**src/common/stda_params.svh**
```systemverilog
/*
  Constants for the scan tap debug access block: register offsets, field
  positions, reset values, instruction codes and scan chain lengths.
  Assumes it is included by bare name from files that need these values.
*/
`ifndef STDA_PARAMS_SVH
`define STDA_PARAMS_SVH

// Register offsets on the APB side, byte addresses of aligned words.
`define STDA_OFF_CTRL 8'h00
`define STDA_OFF_STATUS 8'h04
`define STDA_OFF_COMM 8'h08

// Control register fields and reset values.
`define STDA_CTRL_DIS_BIT 0
`define STDA_CTRL_RST 1'b0

// Instruction register width, capture pattern and opcodes.
`define STDA_IR_W 4
`define STDA_IR_CAPTURE 4'h1
`define STDA_IR_IDCODE 4'h1
`define STDA_IR_BYPASS 4'hf
`define STDA_IR_OP0 4'h8
`define STDA_IR_OP1 4'h9
`define STDA_IR_OP2 4'ha
`define STDA_IR_OP3 4'hb

// Data register shifter width and the length of each chain.
`define STDA_DR_W 73
`define STDA_LEN_ID 7'h20
`define STDA_LEN_INSN 7'h10
`define STDA_LEN_BRK 7'h49
`define STDA_LEN_COMM 7'h08
`define STDA_LEN_ONE 7'h01

// Breakpoint configuration chain field positions.
`define STDA_BC_MODE 64
`define STDA_BC_SPACE 66
`define STDA_BC_STEP 67
`define STDA_BC_FLOW 68
`define STDA_BC_EN 69

`endif

```
**src/common/stda_pkg.sv**
```systemverilog
/*
  Types shared by the scan tap debug access block: controller states and
  breakpoint resource modes.
  Assumes nothing of its surroundings.
*/
`default_nettype none
package stda_pkg;

  // Sixteen controller states in the usual binary order.
  typedef enum logic [3:0] {
    ST_EXIT2_DR = 4'h0,
    ST_EXIT1_DR = 4'h1,
    ST_SHIFT_DR = 4'h2,
    ST_PAUSE_DR = 4'h3,
    ST_SEL_IR = 4'h4,
    ST_UPDATE_DR = 4'h5,
    ST_CAPTURE_DR = 4'h6,
    ST_SEL_DR = 4'h7,
    ST_EXIT2_IR = 4'h8,
    ST_EXIT1_IR = 4'h9,
    ST_SHIFT_IR = 4'ha,
    ST_PAUSE_IR = 4'hb,
    ST_IDLE = 4'hc,
    ST_UPDATE_IR = 4'hd,
    ST_CAPTURE_IR = 4'he,
    ST_RESET = 4'hf
  } stda_state_t;

  // How the four breakpoint comparators are shared out.
  typedef enum logic [1:0] {
    BP_ALL_PROG = 2'h0,
    BP_THREE_ONE = 2'h1,
    BP_TWO_TWO = 2'h2,
    BP_RANGE = 2'h3
  } stda_bpmode_t;

endpackage : stda_pkg
`default_nettype wire

```
**src/hw/stda_top.sv**
```systemverilog
/*
  Four-wire scan test port with its sixteen-state controller, private debug
  chains, breakpoint unit and an APB register window for the CPU side.
  Assumes tck, tms and tdi arrive from pins asynchronous to pclk, with tck
  much slower than pclk; fuses and lock bits are static levels on pclk.
*/
// Added by the designer: register access over APB and the placing of the registers.
//
// Function
// - Only mode select, clock, data in and out exist; no test reset input.
// - Fuse unprogrammed: pins serve as port pins, controller held in reset.
// - Fuse programmed and disable bit clear: port enabled, input pull-ups on.
// - Data out is driven only in shifting states, floating otherwise.
// - Sixteen-state controller steps on mode select at test clock rises.
// - After power-on reset the controller sits in Test-Logic-Reset.
// - All chains move least significant bit first.
// - Four-bit instruction; select low for three bits, high on the last.
// - Instruction shifting sends out the captured value 0x01.
// - Update-IR loads the instruction; 1,1,0 returns to Run-Test/Idle.
// - 1,0,0 reaches Shift-DR; instruction picks the chain shifted there.
// - Data shifting sends out values captured in Capture-DR.
// - Latched chain outputs change only in Update-DR.
// - Five clocks with mode select high reach Test-Logic-Reset.
// - Codes 0x8 to 0xB are private debug instructions.
// - Flow change break, single step, two program and two combined breakpoints.
// - Breakpoints split 4+0, 3+1, 2+2 or 2 plus one masked range.
// - Debug works only with debug fuse programmed and no lock bit set.
// - Debug feeds CPU instructions; CPU answers through a mapped location.
// - Identification code is the default instruction after reset.
`timescale 1ns/1ns
`default_nettype none
`include "stda_params.svh"
module stda_top #(
  parameter int AW = 16,
  parameter logic [31:0] ID_VALUE = 32'h1234_5001 // Arbitrary value, LSB fixed at one.
) (
  input wire logic pclk,
  input wire logic presetn,
  input wire logic psel,
  input wire logic penable,
  input wire logic pwrite,
  input wire logic [7:0] paddr,
  input wire logic [31:0] pwdata,
  output logic [31:0] prdata,
  output logic pready,
  output logic pslverr,
  input wire logic tck,
  input wire logic tms,
  input wire logic tdi,
  output logic tdo,
  output logic tdo_oe,
  output logic pins_as_port,
  output logic tap_pullup_en,
  input wire logic scan_port_fuse,
  input wire logic debug_enable_fuse,
  input wire logic [1:0] lock_bits,
  input wire logic [AW-1:0] cpu_pc,
  input wire logic cpu_fetch,
  input wire logic cpu_flow_change,
  input wire logic [AW-1:0] cpu_data_addr,
  input wire logic cpu_data_valid,
  output logic [15:0] cpu_insn,
  output logic cpu_insn_stb,
  output logic break_req,
  output logic debug_en
);

  localparam int DRW = `STDA_DR_W;

  // Two-stage synchronisers for the pins, plus one delayed copy of tck.
  logic tck_m_r, tck_s_r, tck_d_r, tms_m_r, tms_s_r, tdi_m_r, tdi_s_r;
  logic tck_rise, tck_fall;
  always_ff @(posedge pclk or negedge presetn)
  begin
    if (!presetn)
    begin
      {tck_m_r, tck_s_r, tck_d_r} <= 3'h0;
      {tms_m_r, tms_s_r, tdi_m_r, tdi_s_r} <= 4'hf;
    end
    else
    begin
      {tck_m_r, tck_s_r, tck_d_r} <= {tck, tck_m_r, tck_s_r};
      {tms_m_r, tms_s_r, tdi_m_r, tdi_s_r} <= {tms, tms_m_r, tdi, tdi_m_r};
    end
  end
  assign tck_rise = tck_s_r && !tck_d_r;
  assign tck_fall = !tck_s_r && tck_d_r;

  // Port enable and debug gating from fuses, lock bits and the disable bit.
  logic ctrl_dis_r, ctrl_dis_nxt, tap_en, dbg_ok;
  assign tap_en = scan_port_fuse && !ctrl_dis_r;
  assign dbg_ok = debug_enable_fuse && (lock_bits == 2'h0);

  // Controller next-state table, stepping on sampled mode select.
  function automatic stda_pkg::stda_state_t step(input stda_pkg::stda_state_t s,
                                                 input logic m);
    unique case (s)
      stda_pkg::ST_RESET: step = m ? stda_pkg::ST_RESET : stda_pkg::ST_IDLE;
      stda_pkg::ST_IDLE: step = m ? stda_pkg::ST_SEL_DR : stda_pkg::ST_IDLE;
      stda_pkg::ST_SEL_DR: step = m ? stda_pkg::ST_SEL_IR : stda_pkg::ST_CAPTURE_DR;
      stda_pkg::ST_CAPTURE_DR: step = m ? stda_pkg::ST_EXIT1_DR : stda_pkg::ST_SHIFT_DR;
      stda_pkg::ST_SHIFT_DR: step = m ? stda_pkg::ST_EXIT1_DR : stda_pkg::ST_SHIFT_DR;
      stda_pkg::ST_EXIT1_DR: step = m ? stda_pkg::ST_UPDATE_DR : stda_pkg::ST_PAUSE_DR;
      stda_pkg::ST_PAUSE_DR: step = m ? stda_pkg::ST_EXIT2_DR : stda_pkg::ST_PAUSE_DR;
      stda_pkg::ST_EXIT2_DR: step = m ? stda_pkg::ST_UPDATE_DR : stda_pkg::ST_SHIFT_DR;
      stda_pkg::ST_UPDATE_DR: step = m ? stda_pkg::ST_SEL_DR : stda_pkg::ST_IDLE;
      stda_pkg::ST_SEL_IR: step = m ? stda_pkg::ST_RESET : stda_pkg::ST_CAPTURE_IR;
      stda_pkg::ST_CAPTURE_IR: step = m ? stda_pkg::ST_EXIT1_IR : stda_pkg::ST_SHIFT_IR;
      stda_pkg::ST_SHIFT_IR: step = m ? stda_pkg::ST_EXIT1_IR : stda_pkg::ST_SHIFT_IR;
      stda_pkg::ST_EXIT1_IR: step = m ? stda_pkg::ST_UPDATE_IR : stda_pkg::ST_PAUSE_IR;
      stda_pkg::ST_PAUSE_IR: step = m ? stda_pkg::ST_EXIT2_IR : stda_pkg::ST_PAUSE_IR;
      stda_pkg::ST_EXIT2_IR: step = m ? stda_pkg::ST_UPDATE_IR : stda_pkg::ST_SHIFT_IR;
      stda_pkg::ST_UPDATE_IR: step = m ? stda_pkg::ST_SEL_DR : stda_pkg::ST_IDLE;
    endcase
  endfunction : step

  // Controller, instruction and data chains, and the falling-edge output.
  stda_pkg::stda_state_t state_r, state_nxt;
  logic [3:0] ir_r, ir_nxt, ir_sr_r, ir_sr_nxt;
  logic [DRW-1:0] dr_sr_r, dr_sr_nxt, brk_cfg_r, brk_cfg_nxt;
  logic [15:0] insn_r, insn_nxt;
  logic insn_stb_r, insn_stb_nxt, halt_r, halt_nxt, tdo_r, tdo_nxt, oe_r, oe_nxt;
  logic [3:0] sel;
  logic [6:0] dr_len;
  logic comm_clr, dirty_r;
  logic [6:0] comm_r;

  // Private opcodes only open the debug chains while debug is allowed.
  always_comb
  begin
    sel = ir_r;
    if (ir_r[3:2] == 2'h2 && !dbg_ok)
      sel = `STDA_IR_BYPASS;
    unique case (sel)
      `STDA_IR_IDCODE: dr_len = `STDA_LEN_ID;
      `STDA_IR_OP0: dr_len = `STDA_LEN_INSN;
      `STDA_IR_OP1: dr_len = `STDA_LEN_BRK;
      `STDA_IR_OP2: dr_len = `STDA_LEN_COMM;
      default: dr_len = `STDA_LEN_ONE;
    endcase
  end

  always_comb
  begin
    state_nxt = state_r;
    ir_nxt = ir_r;
    ir_sr_nxt = ir_sr_r;
    dr_sr_nxt = dr_sr_r;
    brk_cfg_nxt = brk_cfg_r;
    insn_nxt = insn_r;
    insn_stb_nxt = 1'b0;
    halt_nxt = halt_r;
    tdo_nxt = tdo_r;
    oe_nxt = oe_r;
    comm_clr = 1'b0;
    if (!tap_en)
    begin
      // No test reset pin: only presetn, the fuse or the disable bit force reset.
      state_nxt = stda_pkg::ST_RESET;
      ir_nxt = `STDA_IR_IDCODE;
      oe_nxt = 1'b0;
    end
    else if (tck_rise)
    begin
      state_nxt = step(state_r, tms_s_r);
      unique case (state_r)
        stda_pkg::ST_RESET: ir_nxt = `STDA_IR_IDCODE;
        stda_pkg::ST_CAPTURE_IR: ir_sr_nxt = `STDA_IR_CAPTURE;
        stda_pkg::ST_SHIFT_IR: ir_sr_nxt = {tdi_s_r, ir_sr_r[3:1]};
        stda_pkg::ST_UPDATE_IR: ir_nxt = ir_sr_r;
        stda_pkg::ST_CAPTURE_DR:
        begin
          // Parallel values are loaded here and shifted out next.
          dr_sr_nxt = '0;
          unique case (sel)
            `STDA_IR_IDCODE: dr_sr_nxt[31:0] = ID_VALUE;
            `STDA_IR_OP0: dr_sr_nxt[AW-1:0] = cpu_pc;
            `STDA_IR_OP1: dr_sr_nxt = brk_cfg_r;
            `STDA_IR_OP2:
            begin
              dr_sr_nxt[7:0] = {dirty_r, comm_r};
              comm_clr = 1'b1;
            end
            default: dr_sr_nxt[0] = 1'b0;
          endcase
        end
        stda_pkg::ST_SHIFT_DR:
        begin
          // Data in enters at the chain's top bit; bit zero leaves first.
          dr_sr_nxt = dr_sr_r >> 1;
          dr_sr_nxt[dr_len - 7'h01] = tdi_s_r;
        end
        stda_pkg::ST_UPDATE_DR:
        begin
          unique case (sel)
            `STDA_IR_OP0:
            begin
              insn_nxt = dr_sr_r[15:0];
              insn_stb_nxt = 1'b1;
            end
            `STDA_IR_OP1: brk_cfg_nxt = dr_sr_r;
            `STDA_IR_OP3: halt_nxt = dr_sr_r[0];
            default: halt_nxt = halt_r;
          endcase
        end
        default: state_nxt = step(state_r, tms_s_r);
      endcase
      // Entering Test-Logic-Reset reloads the default instruction at once.
      if (state_nxt == stda_pkg::ST_RESET)
        ir_nxt = `STDA_IR_IDCODE;
    end
    else if (tck_fall)
    begin
      // Output moves half a test clock ahead of the far end's sampling edge.
      tdo_nxt = (state_r == stda_pkg::ST_SHIFT_IR) ? ir_sr_r[0] : dr_sr_r[0];
      oe_nxt = (state_r == stda_pkg::ST_SHIFT_IR) || (state_r == stda_pkg::ST_SHIFT_DR);
    end
  end

  always_ff @(posedge pclk or negedge presetn)
  begin
    if (!presetn)
    begin
      state_r <= stda_pkg::ST_RESET;
      ir_r <= `STDA_IR_IDCODE;
      ir_sr_r <= 4'h0;
      dr_sr_r <= '0;
      brk_cfg_r <= '0;
      insn_r <= 16'h0000;
      insn_stb_r <= 1'b0;
      halt_r <= 1'b0;
      tdo_r <= 1'b1;
      oe_r <= 1'b0;
    end
    else
    begin
      state_r <= state_nxt;
      ir_r <= ir_nxt;
      ir_sr_r <= ir_sr_nxt;
      dr_sr_r <= dr_sr_nxt;
      brk_cfg_r <= brk_cfg_nxt;
      insn_r <= insn_nxt;
      insn_stb_r <= insn_stb_nxt;
      halt_r <= halt_nxt;
      tdo_r <= tdo_nxt;
      oe_r <= oe_nxt;
    end
  end

  // Breakpoint comparator set-up from the mode field of the config chain.
  stda_pkg::stda_bpmode_t bp_mode;
  logic [3:0] bp_en, bp_data, hits;
  logic [AW-1:0] bp_mask [4];
  always_comb
  begin
    bp_mode = stda_pkg::stda_bpmode_t'(brk_cfg_r[`STDA_BC_MODE +: 2]);
    bp_en = brk_cfg_r[`STDA_BC_EN +: 4];
    bp_data = 4'h0;
    for (int i = 0; i < 4; i++)
      bp_mask[i] = '0;
    unique case (bp_mode)
      stda_pkg::BP_ALL_PROG: bp_data = 4'h0;
      stda_pkg::BP_THREE_ONE: bp_data = 4'h8;
      stda_pkg::BP_TWO_TWO: bp_data = 4'hc;
      stda_pkg::BP_RANGE:
      begin
        // Comparator three's address serves as the range mask.
        bp_data = {1'b0, brk_cfg_r[`STDA_BC_SPACE], 2'h0};
        bp_mask[2] = brk_cfg_r[3*AW +: AW];
        bp_en[3] = 1'b0;
      end
    endcase
  end

  // Two program comparators and two combined ones.
  for (genvar g = 0; g < 4; g++)
  begin : g_bp
    stda_bpcmp #(.AW(AW)) u_cmp (
      .en(bp_en[g]),
      .is_data(bp_data[g]),
      .bp_addr(brk_cfg_r[g*AW +: AW]),
      .bp_mask(bp_mask[g]),
      .prog_addr(cpu_pc),
      .prog_valid(cpu_fetch),
      .data_addr(cpu_data_addr),
      .data_valid(cpu_data_valid),
      .hit(hits[g])
    );
  end

  // Break request and pin-mode outputs.
  logic brk_r, brk_nxt, dbg_r, port_r, pull_r;
  always_comb
  begin
    brk_nxt = dbg_ok && ((|hits) || halt_r
      || (brk_cfg_r[`STDA_BC_FLOW] && cpu_flow_change)
      || (brk_cfg_r[`STDA_BC_STEP] && cpu_fetch));
  end
  always_ff @(posedge pclk or negedge presetn)
  begin
    if (!presetn)
    begin
      brk_r <= 1'b0;
      dbg_r <= 1'b0;
      port_r <= 1'b1;
      pull_r <= 1'b0;
    end
    else
    begin
      brk_r <= brk_nxt;
      dbg_r <= dbg_ok;
      port_r <= !scan_port_fuse;
      pull_r <= tap_en;
    end
  end

  // APB slave, zero wait: answer prepared in setup, given in access.
  logic [31:0] prdata_r, prdata_nxt;
  logic pready_r, pready_nxt, pslverr_r, pslverr_nxt, dirty_nxt, wr;
  logic [6:0] comm_nxt;
  always_comb
  begin
    wr = psel && penable && pready_r && pwrite;
    pready_nxt = psel && !penable;
    pslverr_nxt = 1'b0;
    prdata_nxt = 32'h0000_0000;
    ctrl_dis_nxt = ctrl_dis_r;
    comm_nxt = comm_r;
    dirty_nxt = comm_clr ? 1'b0 : dirty_r;
    unique case (paddr)
      `STDA_OFF_CTRL: prdata_nxt[`STDA_CTRL_DIS_BIT] = ctrl_dis_r;
      `STDA_OFF_STATUS: prdata_nxt[9:0] = {brk_r, dbg_r, ir_r, state_r};
      `STDA_OFF_COMM: prdata_nxt[7:0] = {dirty_r, comm_r};
      default: pslverr_nxt = psel && !penable;
    endcase
    if (!(psel && !penable) || pwrite)
      prdata_nxt = 32'h0000_0000;
    if (wr && paddr == `STDA_OFF_CTRL)
      ctrl_dis_nxt = pwdata[`STDA_CTRL_DIS_BIT];
    if (wr && paddr == `STDA_OFF_COMM)
    begin
      // A CPU write wins over a debugger read clearing the flag.
      comm_nxt = pwdata[6:0];
      dirty_nxt = 1'b1;
    end
  end
  always_ff @(posedge pclk or negedge presetn)
  begin
    if (!presetn)
    begin
      prdata_r <= 32'h0000_0000;
      pready_r <= 1'b0;
      pslverr_r <= 1'b0;
      ctrl_dis_r <= `STDA_CTRL_RST;
      comm_r <= 7'h00;
      dirty_r <= 1'b0;
    end
    else
    begin
      prdata_r <= prdata_nxt;
      pready_r <= pready_nxt;
      pslverr_r <= pslverr_nxt;
      ctrl_dis_r <= ctrl_dis_nxt;
      comm_r <= comm_nxt;
      dirty_r <= dirty_nxt;
    end
  end

  assign prdata = prdata_r;
  assign pready = pready_r;
  assign pslverr = pslverr_r;
  assign tdo = tdo_r;
  assign tdo_oe = oe_r;
  assign pins_as_port = port_r;
  assign tap_pullup_en = pull_r;
  assign cpu_insn = insn_r;
  assign cpu_insn_stb = insn_stb_r;
  assign break_req = brk_r;
  assign debug_en = dbg_r;

  // Checks: counts test clock rises with mode select high.
  logic [2:0] tms_hi_r;
  always_ff @(posedge pclk or negedge presetn)
  begin
    if (!presetn)
      tms_hi_r <= 3'h0;
    else if (!tap_en || (tck_rise && !tms_s_r))
      tms_hi_r <= 3'h0;
    else if (tck_rise && tms_hi_r != 3'h7)
      tms_hi_r <= tms_hi_r + 3'h1;
  end
endmodule : stda_top
`default_nettype wire

```
**src/hw/stda_bpcmp.sv**
```systemverilog
/*
  One breakpoint comparator: matches a program or data address against a
  stored address, ignoring the bits set in a mask.
  Assumes address and valid inputs are on the same clock as the caller.
*/
`timescale 1ns/1ns
`default_nettype none
module stda_bpcmp #(
  parameter int AW = 16
) (
  input wire logic en,
  input wire logic is_data,
  input wire logic [AW-1:0] bp_addr,
  input wire logic [AW-1:0] bp_mask,
  input wire logic [AW-1:0] prog_addr,
  input wire logic prog_valid,
  input wire logic [AW-1:0] data_addr,
  input wire logic data_valid,
  output logic hit
);

  logic [AW-1:0] cmp_addr;
  logic cmp_valid;

  // Picks the address space, then compares the unmasked bits.
  always_comb
  begin
    cmp_addr = is_data ? data_addr : prog_addr;
    cmp_valid = is_data ? data_valid : prog_valid;
    hit = en && cmp_valid && (((cmp_addr ^ bp_addr) & ~bp_mask) == '0);
  end

endmodule : stda_bpcmp
`default_nettype wire

```
**config.mk**
```make
export PLATFORM = sky130hd
export DESIGN_NAME = stda_top
export DESIGN_NICKNAME = d
export VERILOG_FILES = /design/src/common/stda_pkg.sv /design/src/hw/stda_top.sv /design/src/hw/stda_bpcmp.sv
export VERILOG_INCLUDE_DIRS = /design/src /design/src/common
export SDC_FILE = /design/constraint.sdc
export NUM_CORES = 1
export LEC_CHECK = 0
export ABC_AREA = 1
export BUFFER_PORTS_ARGS = -buffer_cell sky130_fd_sc_hd__clkbuf_2
export CORE_UTILIZATION = 59
export DETAILED_ROUTE_END_ITERATION = 8
export PLACE_DENSITY = 0.78
export SYNTH_ARGS = -nofsm -noshare
export SYNTH_HDL_FRONTEND = slang
export SYNTH_HIERARCHICAL = 1
export SYNTH_SLANG_ARGS = --single-unit
```
**constraint.sdc**
```tcl
create_clock -name pclk -period 2.28 [get_ports pclk]
set_input_delay 0.114 -clock pclk [delete_from_list [all_inputs] [get_ports pclk]]
set_output_delay 0.114 -clock pclk [all_outputs]
set_load 0.05 [all_outputs]
```
; ---- Word level (Yosys, flattened, before mapping)
; Cells that the tools add are included.
[word_totals]
elab_cells = 193
register_bits = 232
output_inout_bits = 57
inputBits = 87
[op_classes]
magnitude_cmp = 2
bitwise_logic = 7
eq_ne = 31
n_reduce_logical = 60
n_mux = 65
addsub = 1
[op_table]
columns = op, n
row1 = $pmux W73 S2, 1
row2 = $mux W16, 5
row3 = $bwmux W73, 1
row4 = $logic_not A16 Y1, 4
row5 = $xor A16 B16 Y16, 4
row6 = $eq A4 B4 Y1 const B, 13
row7 = $mux W41, 1
row8 = $mux W4, 10
row9 = $pmux W4 S9, 1
row10 = $pmux W16 S2, 1
row11 = $pmux W7 S4, 1
row12 = $pmux W8 S3, 1
row13 = $logic_and A1 B1 Y1, 23
row14 = $mux W1, 22
row15 = $pmux W7 S3, 1
row16 = $and A16 B16 Y16, 1
row17 = $eq A4 B3 Y1 const B, 4
row18 = $not A16 Y16, 1
row19 = $pmux W4 S2, 2
row20 = $pmux W4 S4, 1
row21 = $mux W2, 7
row22 = $pmux W7 S2, 1
row23 = $mux W3, 4
row24 = $pmux W4 S3, 1
row25 = other kinds (29), 55

; ---- Depth between registers and ports, before layout
; Gate-level depths: netlist of the first run.
[depth]
depth_word = 14
depth_mapped = 17
ltp_nobuf = 14

; ---- By module
; Netlist of the first run, hierarchy kept.
[by_module_without_submodules]
columns = module, n_inst, seq_area_each_um2, cells_each, area_each_um2
row1 = stda_top, 1, 5268.8, 1063, 9441.6
row2 = stda_bpcmp, 4, 0.0, 139, 654.4

; ---- Worst setup path after synthesis of the first run
; No wires, ideal clock.
[synth_timing]
path_kind = reg-to-reg
start = register brk_cfg_r[64]
end = register brk_r (netlist: break_req)
arrival_time_ns = 1.938
required_ns = 2.149
path_stages_with_launch = 16
setup_time_ns = 0.131
slack_ns = 0.211
path_buffers = 3
period_less_slack_ns = 2.069
cell_sequence = dfrtp_1 -> ha_1 -> clkbuf_1 -> nand3_1 -> o21ai_0 -> buf_6 -> inv_8 -> buf_12 -> nand2_1 -> nand3_1 -> a21oi_1 -> nor2_1 -> nand3_1 -> nor2_1 -> nor3_1 -> a31oi_1
[synth_via]
elab_chain_cells = 12
elab_cells_between_ends = 26
cone_classes = eq/ne: 3 / mux: 7 / bitwise: 4 / reduce/logical: 12
[synth_lines]
columns = item, line_no
row1 = "start, declared", stda_top.sv:120  ; logic [DRW-1:0] dr_sr_r, dr_sr_nxt, brk_cfg_r, brk_cfg_nxt;
row2 = "start signal, assigned", stda_top.sv:241  ; brk_cfg_r <= brk_cfg_nxt;
row3 = "$eq A2 B2 Y1, or another cell as far along", stda_top.sv:261  ; unique case (bp_mode)
row4 = $pmux W4 S4 *, stda_top.sv:261
row5 = via bp_data[2], stda_top.sv:252  ; logic [3:0] bp_en, bp_data, hits;
row6 = $mux W16, stda_bpcmp.sv:28  ; cmp_addr = is_data ? data_addr : prog_addr;
row7 = $xor A16 B16 Y16, stda_bpcmp.sv:30  ; hit = en && cmp_valid && (((cmp_addr ^ bp_addr) & ~bp_mask) == '0);
row8 = $and A16 B16 Y16, stda_bpcmp.sv:30
row9 = $logic_not A16 Y1, stda_bpcmp.sv:30
row10 = $logic_and A1 B1 Y1 *, stda_bpcmp.sv:30
row11 = via hits[2], stda_top.sv:252
row12 = $reduce_or A4 Y1 *, stda_top.sv:295  ; brk_nxt = dbg_ok && ((|hits) || halt_r
row13 = $logic_or A1 B1 Y1 * (3 in series), stda_top.sv:295
row14 = $logic_and A1 B1 Y1 *, stda_top.sv:295
row15 = via brk_nxt, stda_top.sv:292  ; logic brk_r, brk_nxt, dbg_r, port_r, pull_r;
row16 = "end signal, assigned", stda_top.sv:310  ; brk_r <= brk_nxt;
row17 = "end, declared", stda_top.sv:292
; The timed path passes the listed nets; every way through them passes the cells marked *. The select of a mux whose other input is x is not followed.
; A chain may end at the register's enable or synchronous reset.

; ---- Final worst setup path of the first run
; Ends and elaborated chain as after synthesis.

==> impl_metrics.yaml, run 1 <==
global_routing:
  grt_usage: 0.3218
  grt_pass1_wl_mm: 54.72
  grt_max_degree: 64
  grt_pass1_vias: 10760
  grt_antenna_before_repair: 0
  gr-total-overflow: 0
detailed_routing:
  viasPerCell: 5.586
  vias: 11530
  post_drt_wl_per_cell_um: 16.62
  drc: 0
  firstDrtPassIters: 5
  wl_mm: 34.31
  first_iter_violations: 886
  antenna_left: 0
finish:
  final_cells: 2064
  area_delta_synth_final_pct: 17.06
  final_layout_size_suffix_gt1_frac: 0.1412
  antenna_cells: 0
  finish.utilization: 0.7159
  stdcell_area_sq_mm: 0.01412
  fill_cells: 1559
  nets: 1869
floorplanning:
  fp.dieH_um: 145.0
  start_util: 0.6116
  top_level_ports: 144
  die_area_sq_mm: 0.02101
  fp.dieW_um: 145.0
  coreArea_sq_mm: 0.01972
  row_count: 51
sta:
  min_period_ns: 2.156
  worstMarginPinSlew_ns: 0.8879
  period_share: 0.9457
  rsz0062_at_grt: "yes"
  relSlewSlack: 0.4074
  clock.fmax_ghz: 0.4638
  maxSlewViolCount: 0
  holdWs_ns: 0.01861
  report.final.hold_viol_count: 0
  finClkSkew_ns: 0.01414
  tns_ns: 0
  setup_violations: 0
  fin_ws_ns: 0.1239
synth:
  synth_edf_count: 0
  seq_area_frac_synth: 0.4369
  ys_types: 42
  synth_seq_cells: 210
  synthesis.instances: 1619
  avgSynthCellArea_sq_um: 7.448
  ys_async_sr_fraction: 1.000
  yosysWarnings: 6
  synthFlopType: "dfrtp_1"
  syn_area_sq_mm: 0.01206
clocking:
  h-tree-depth: 1
  cts_sinks: 210
  cts_tree: "yes"
  cts_buffers: 24
  clkTransAtPathRegs_ns: 0.05
  worstSkewPairLatency_ns: 0.53
  clockBufferDepth: 3
  root_buffer: "clkbuf_16"
power:
  power.density_mw_per_mm2: 620.3
  p_sw_mw: 2.303
  power.internal_mw: 6.454
  power_mw: 8.756
  pwr-share-clk: 0.442
  peakVddDrop_uv: 706.5
  power.leakage_nw: 7.146
  seqPwrFrac: 0.451
  pwr-share-comb: 0.108
  swShare: 0.2630
place:
  dp_hpwl_mm: 23.27
  io_buffers: 96
  dpl_cell_area_sq_mm: 0.01291
  dpl_worst_slack_ns: 0.06087
  dp_cells: 1988
  place_congestion: 0.9087
worst_setup_path:
  cp-start-kind: "register"
  r2r_setup_slack_ns: 0.12
  cp_cell_sequence: "buf_6 > o21ai_4 > buf_6 > clkinv_8 > buf_8 > buf_4 > nand2_1 > nand2_1 > nand2_1 > nand3b_1 > nand2_1 > nor2_1 > nand2_1 > nor2_1 > nor3_2 > a31oi_1"
  crit_type: "register to register"
  end_kind: "register"
  path_common_cell: "nand2_1"
  crit_fanout: 5
  critPathMaxStageDelay_ns: 0.44
  required_ns: 2.67
  cp.arrival_ns: 2.54
  crit_slowest_cell: "dfrtp_2"
run_status:
  outcome: "complete, no violations"
flow_run:
  maxCapViolCount: 0
worst_hold_path:
  min_path_type: "primary input to register"
-- cells by family after synthesis --
group | share of synthesized area
simple gates | 0.2977
flops | 0.4369
mux | 0.009234
compound gates | 0.1337
fa+ha+maj | 0.001037
other cells | 0.0003110
buf+inv | 0.1211
-- cell type report --
cell class                 instances  area, sq um  area share
inverter                         220        860.8     0.06098
multi-input combinational       1170         5660      0.4010
tap                              265        331.6     0.02349
clock inverter                    10        102.6    0.007268
sequential                       210         5271      0.3734
timing repair buffer             155         1210     0.08571
clock buffer                      34        679.4     0.04813
-- cell usage in the layout, fill, tap and decap left out, types with 15 or more instances in the layout --
cell type / n
a21oi_1: 83
a22oi_1: 48
buf_4: 20
clkbuf_16: 27
clkbuf_2: 95
conb_1: 72
dfrtp_1: 197
dlygate4sd3_1: 19
inv_1: 209
nand2_1: 486
nand2_2: 31
nand3_1: 142
nand3b_1: 48
nor2_1: 70
o21ai_0: 61
o21ai_1: 55
o221ai_1: 15
-- synth_stat cells (all sizes together) (2+ instances only) --
cell,count,share of area
buf,78,0.046
dfstp,11,0.024
nor3,10,0.0051
inv,220,0.071
o22ai,6,0.0031
nand3b,48,0.030
clkbuf,12,0.0037
o21ai,117,0.049
o211ai,2,0.0012
nand2,524,0.17
nand3,144,0.060
o221ai,15,0.011
nand4,3,0.0016
dfrtp,199,0.41
a21oi,83,0.034
a31oi,3,0.0016
mux2,9,0.0084
o41ai,2,0.0015
a22oi,48,0.030
nor2,77,0.028
-- metal layers --
metal / up-vias / track usage / routed length [um]
li1: 5467 / - / -
met1: 5433 / 0.4371 / 14060
met2: 527 / 0.5260 / 16150
met3: 103 / 0.04308 / 2787
met4: 0 / 0.1191 / 1311
met5: - / 0 / 0
-- critical path, delay by kind of cell (launching register included) --
family	cells	cell delay [ns]
buffers and inverters	5	0.62
AOI/OAI and AO/OA	2	0.29
and+or+nand+nor	9	0.66
DFF	1	0.44
-- path summary, 6_finish.rpt --
check,start,endpoint,cells after the start
max,brk_cfg_r[64],break_req,16
min,lock_bits[0],break_req,4
max reg2reg,brk_cfg_r[64],break_req,16
min reg2reg,tms_m_r,tms_s_r,0
max in group asynchronous,presetn,dr_sr_r[66],3
min in group asynchronous,presetn,cpu_insn[11],2
-- state kept, by name (all words and copies together) (netlist names), 4 cells and up --
register   cells
brk_cfg_r     73
comm_r         7
cpu_insn      16
dr_sr_r       73
ir_r           4
ir_sr_r        4
prdata        10
state_r        4
-- power by group through the flow --
stage | clock network (mW) | logic, mW | registers, mW
after detailed placement | 0 | 0.881 | 4.01
after global placement | 0 | 0.861 | 4.00
final | 3.87 | 0.944 | 3.95
after floorplan | 0 | 0.604 | 3.99
after CTS | 3.88 | 0.918 | 3.94
after global routing | 4.03 | 1.05 | 3.96
-- timing repair --
item                                    in CTS  in global routing
setup buffers                                0                 12
resized for setup                            0                 23
endpoints found under the setup margin       0                  4
hold buffers                                19                  0
hold endpoints to repair                   167                  0
(Power assumes the default switching activity.)
==> inputs of run 2 (changes only) <==
- GPL_ROUTABILITY_DRIVEN: default -> 0
- MAX_ROUTING_LAYER: default -> met4
==> run 2 against run 1 <==
Worst setup slack got worse by 0.0030 ns; global-route usage rose by 0.93 points; sequential power is essentially flat.
==> impl_metrics.yaml, run 2 (synthesis gave the netlist of run 1 again) <==
worst_hold_path:
  min_path_type: "primary input to register"
detailed_routing:
  first_iter_violations: 880
  antenna_left: 0
  drc: 0
  vias: 11500
  wl_mm: 34.24
  post_drt_wl_per_cell_um: 16.59
  viasPerCell: 5.571
  firstDrtPassIters: 5
sta:
  relSlewSlack: 0.4283
  maxSlewViolCount: 0
  setup_violations: 0
  holdWs_ns: 0.02099
  tns_ns: 0
  finClkSkew_ns: 0.01475
  report.final.hold_viol_count: 0
  rsz0062_at_grt: "yes"
  worstMarginPinSlew_ns: 0.8566
  clock.fmax_ghz: 0.4631
  period_share: 0.9470
  min_period_ns: 2.159
clocking:
  clkTransAtPathRegs_ns: 0.05
  h-tree-depth: 1
  cts_buffers: 24
  worstSkewPairLatency_ns: 0.53
  cts_sinks: 210
  clockBufferDepth: 3
  cts_tree: "yes"
  root_buffer: "clkbuf_16"
floorplanning:
  fp.dieW_um: 145.0
  die_area_sq_mm: 0.02101
  coreArea_sq_mm: 0.01972
  top_level_ports: 144
  row_count: 51
  start_util: 0.6116
  fp.dieH_um: 145.0
global_routing:
  grt_pass1_vias: 10770
  grt_antenna_before_repair: 0
  grt_pass1_wl_mm: 54.68
  grt_usage: 0.3310
  grt_max_degree: 64
  gr-total-overflow: 0
finish:
  fill_cells: 1559
  stdcell_area_sq_mm: 0.01412
  nets: 1869
  final_cell_mix: "nand2_1, inv_1, dfrtp_1"
  final_layout_size_suffix_gt1_frac: 0.1412
  area_delta_synth_final_pct: 17.06
  multi_input_area_sq_mm: 0.005660
  antenna_cells: 0
  regArea_sq_mm: 0.005271
  final_common_cell: "nand2_1"
power:
  peakVddDrop_uv: 706.4
  power.leakage_nw: 7.146
  power.density_mw_per_mm2: 619.3
run_status:
  outcome: "complete, no violations"
place:
  io_buffers: 96
  dp_hpwl_mm: 23.27
  dpl_cell_area_sq_mm: 0.01291
flow_run:
  maxCapViolCount: 0
worst_setup_path:
  crit_type: "register to register"
  crit_fanout: 5
  cp-start-kind: "register"
  required_ns: 2.66
  end_kind: "register"
  cp.arrival_ns: 2.54
run 2: per-stage QoR:
step                setup WS [ns]  std cells  utilization  power, mW
floorplan                  0.2114       1690            -      4.598
global placement          0.08039       1988       0.6546      4.864
detailed placement        0.06087       1988       0.6546      4.888
CTS                       0.02951       2051       0.7039      8.738
global route             -0.01527       2064       0.7159      9.033
finish                     0.1209       2064       0.7159      8.742
run 2: path summary, 6_finish.rpt:
| kind | startpoint | endpoint | slack (ns) | cells after the start |
|---|---|---|---|---|
| setup / recovery | brk_cfg_r[64] | break_req | 0.12 | 16 |
| hold / removal | lock_bits[0] | break_req | 0.02 | 4 |
| setup reg to reg | brk_cfg_r[64] | break_req | 0.12 | 16 |
| hold reg to reg | tms_m_r | tms_s_r | 0.35 | 0 |
| max in group asynchronous | presetn | dr_sr_r[66] | 1.33 | 3 |
| min in group asynchronous | presetn | cpu_insn[11] | 0.13 | 2 |
run 2: what timing repair did:
item	in CTS	in global routing
buffers inserted	0	12
setup endpoints to repair	0	2
hold buffers	19	0
hold endpoints to repair	167	0
gates resized for setup	0	23
run 2: power by group:
group          total [mW]  switching (mW)  internal (mW)
clock network        3.85            1.55           2.30
logic               0.945           0.653          0.292
registers            3.95          0.0822           3.86
run 2: final cells by class:
class,count,share of cell area
Multi-Input combinational cell,1170,0.4010
Sequential cell,210,0.3734
Timing Repair Buffer,155,0.08571
Inverter,220,0.06098
Clock buffer,34,0.04813
Tap cell,265,0.02349
Clock inverter,10,0.007268
run 2: worst max-delay path, cell delays in order, from the launching register on:
cell,delay (ns)
dfrtp_2,0.43
buf_6,0.13
o21ai_4,0.16
buf_6,0.14
clkinv_8,0.07
buf_8,0.15
buf_4,0.13
nand2_1,0.07
nand2_1,0.06
nand2_1,0.05
nand3b_1,0.07
nand2_1,0.07
nor2_1,0.04
nand2_1,0.06
nor2_1,0.04
nor3_2,0.20
a31oi_1,0.13
run 2: layer usage:
layer / vias up / routed length (um) / GRT usage
met5: - / 0 / -
met4: 0 / 1246 / 0.1181
li1: 5469 / - / -
met1: 5401 / 13910 / 0.4363
met2: 517 / 16300 / 0.5262
met3: 111 / 2780 / 0.04308
==> inputs of run 3 (changes only) <==
- PLACE_DENSITY: 0.78 -> 0.81
==> run 3 against run 2 <==
Core utilization down 0.60 points; global-route usage up 0.28 points; cell count unchanged; register-to-register slack worse by 0.02 ns; routed wire length shrank 1.5%; worst hold slack worse by 0.0038 ns; final area fell by 0.84%.
==> impl_metrics.yaml, run 3 (synthesis gave the netlist of run 1 again) <==
floorplanning:
  start_util: 0.6116
  top_level_ports: 144
  row_count: 51
  fp.dieW_um: 145.0
  fp.dieH_um: 145.0
  die_area_sq_mm: 0.02101
  coreArea_sq_mm: 0.01972
worst_hold_path:
  min_path_type: "primary input to register"
  hp-start: "cpu_fetch"
global_routing:
  grt_usage: 0.3338
  grt_max_degree: 64
  grt_pass1_wl_mm: 54.95
  gr-total-overflow: 0
  grt_pass1_vias: 10860
  grt_antenna_before_repair: 1
sta:
  report.final.hold_viol_count: 0
  setup_violations: 0
  period_share: 0.9546
  tns_ns: 0
  maxSlewViolCount: 0
  fin_ws_ns: 0.1035
  min_period_ns: 2.177
  rsz0062_at_grt: "no"
  holdWs_ns: 0.01715
  worstMarginPinSlew_ns: 0.5659
  clock.fmax_ghz: 0.4595
  relSlewSlack: 0.6227
  finClkSkew_ns: 0.01530
finish:
  nets: 1869
  final_common_cell: "nand2_1"
  final_cells: 2064
  final_cell_mix: "nand2_1, inv_1, dfrtp_1"
  final_layout_size_suffix_gt1_frac: 0.1368
  area_delta_synth_final_pct: 16.07
  fill_cells: 1551
clocking:
  cts_tree: "yes"
  clockBufferDepth: 3
  h-tree-depth: 1
  cts_buffers: 24
  clkTransAtPathRegs_ns: 0.06
  cts_sinks: 210
  root_buffer: "clkbuf_16"
  worstSkewPairLatency_ns: 0.53
run_status:
  outcome: "complete, no violations"
place:
  io_buffers: 96
  dp_cells: 1994
  dp_hpwl_mm: 23.15
  dpl_worst_slack_ns: 0.03958
power:
  peakVddDrop_uv: 636.5
  power.density_mw_per_mm2: 608.9
  power_mw: 8.523
  power.leakage_nw: 7.108
worst_setup_path:
  critPathMaxStageDelay_ns: 0.42
  end_kind: "register"
  cp.arrival_ns: 2.62
  path_common_cell: "nand2_1"
  rr_startpoint: "brk_cfg_r[64]"
  r2r_setup_slack_ns: 0.10
  crit_slowest_cell: "ha_2"
  required_ns: 2.72
  crit_fanout: 12
  endpoint: "break_req"
  cp_cell_sequence: "ha_2 > buf_12 > nand2_1 > nand2_1 > nand2_1 > nand3_1 > nand2_1 > nor2_1 > nand3_1 > nor2_1 > nor3_2 > buf_4 > a31oi_1"
  cp-start-kind: "register"
  reg2reg_to: "break_req"
  crit_type: "register to register"
  crit_start: "brk_cfg_r[64]"
  reg2regPathDepth: 13
detailed_routing:
  drc: 0
  firstDrtPassIters: 7
  viasPerCell: 5.625
  wl_mm: 33.72
  first_iter_violations: 1122
  vias: 11610
  post_drt_wl_per_cell_um: 16.33
  antenna_left: 0
flow_run:
  maxCapViolCount: 0
-- run 3: cell count changes in the layout (fill, tap and decap cells not counted), moves of 3 or more --
cell / delta
nor2_2: +3
nand2_2: -4
nand2_1: +4
nor2_1: -3
dlygate4sd3_1: +4
-- run 3: report_power, final --
part	internal [mW]	switching, mW
logic	0.296	0.651
clock network	2.07	1.56
registers	3.86	0.0803
total	6.23	2.29
-- run 3: metal layers --
layer / global-route usage / up-vias / routed length [um]
li1: - / 5469 / -
met1: 0.4335 / 5500 / 13570
met2: 0.5279 / 539 / 16070
met3: 0.05252 / 103 / 2884
met4: 0.1255 / 0 / 1190
met5: - / - / 0
-- run 3: worst min-delay path by stage --
| stage | to | cells past startpoint | slack [ns] |
|---|---|---|---|
| floorplan | break_req | 0 | -0.18 |
| finish | break_req | 3 | 0.02 |
| global placement | cpu_insn[12] | 1 | 0.14 |
| detailed placement | cpu_insn[14] | 1 | 0.14 |
| CTS | prdata[3] | 4 | 0.01 |
| global route | break_req | 3 | 0.03 |
-- run 3: cell type report --
| class | count | area [sq um] | share of cell area |
|---|---|---|---|
| multi-input cells | 1170 | 5640 | 0.4030 |
| flip-flops and latches | 210 | 5269 | 0.3764 |
| repair buffers | 155 | 1161 | 0.08295 |
| inverters | 220 | 860.8 | 0.06150 |
| clock buffers | 34 | 679.4 | 0.04854 |
| well taps | 265 | 331.6 | 0.02369 |
| clock inverters | 9 | 52.55 | 0.003754 |
| diodes | 1 | 2.502 | 0.0001788 |
-- run 3: critical path, delay by kind of cell, from the launching register on --
family          cells  cell delay (ns)
buf+inv             2             0.29
fa+ha+maj           1             0.42
flops               1             0.38
compound gates      1             0.15
simple gates        9             0.84
-- run 3: stage by stage --
step,instance area [sq um],utilization
finish,14000,0.7099
global route,14000,0.7099
CTS,13910,0.7054
detailed placement,12950,0.6566
global placement,12950,0.6566
floorplan,12330,-
-- run 3: repair_timing --
| action | CTS | global route |
|---|---|---|
| setup endpoints to repair | 0 | 1 |
| resized for setup | 0 | 12 |
| hold endpoints to repair | 79 | 0 |
| hold buffers | 23 | 0 |
| buffers inserted | 0 | 2 |
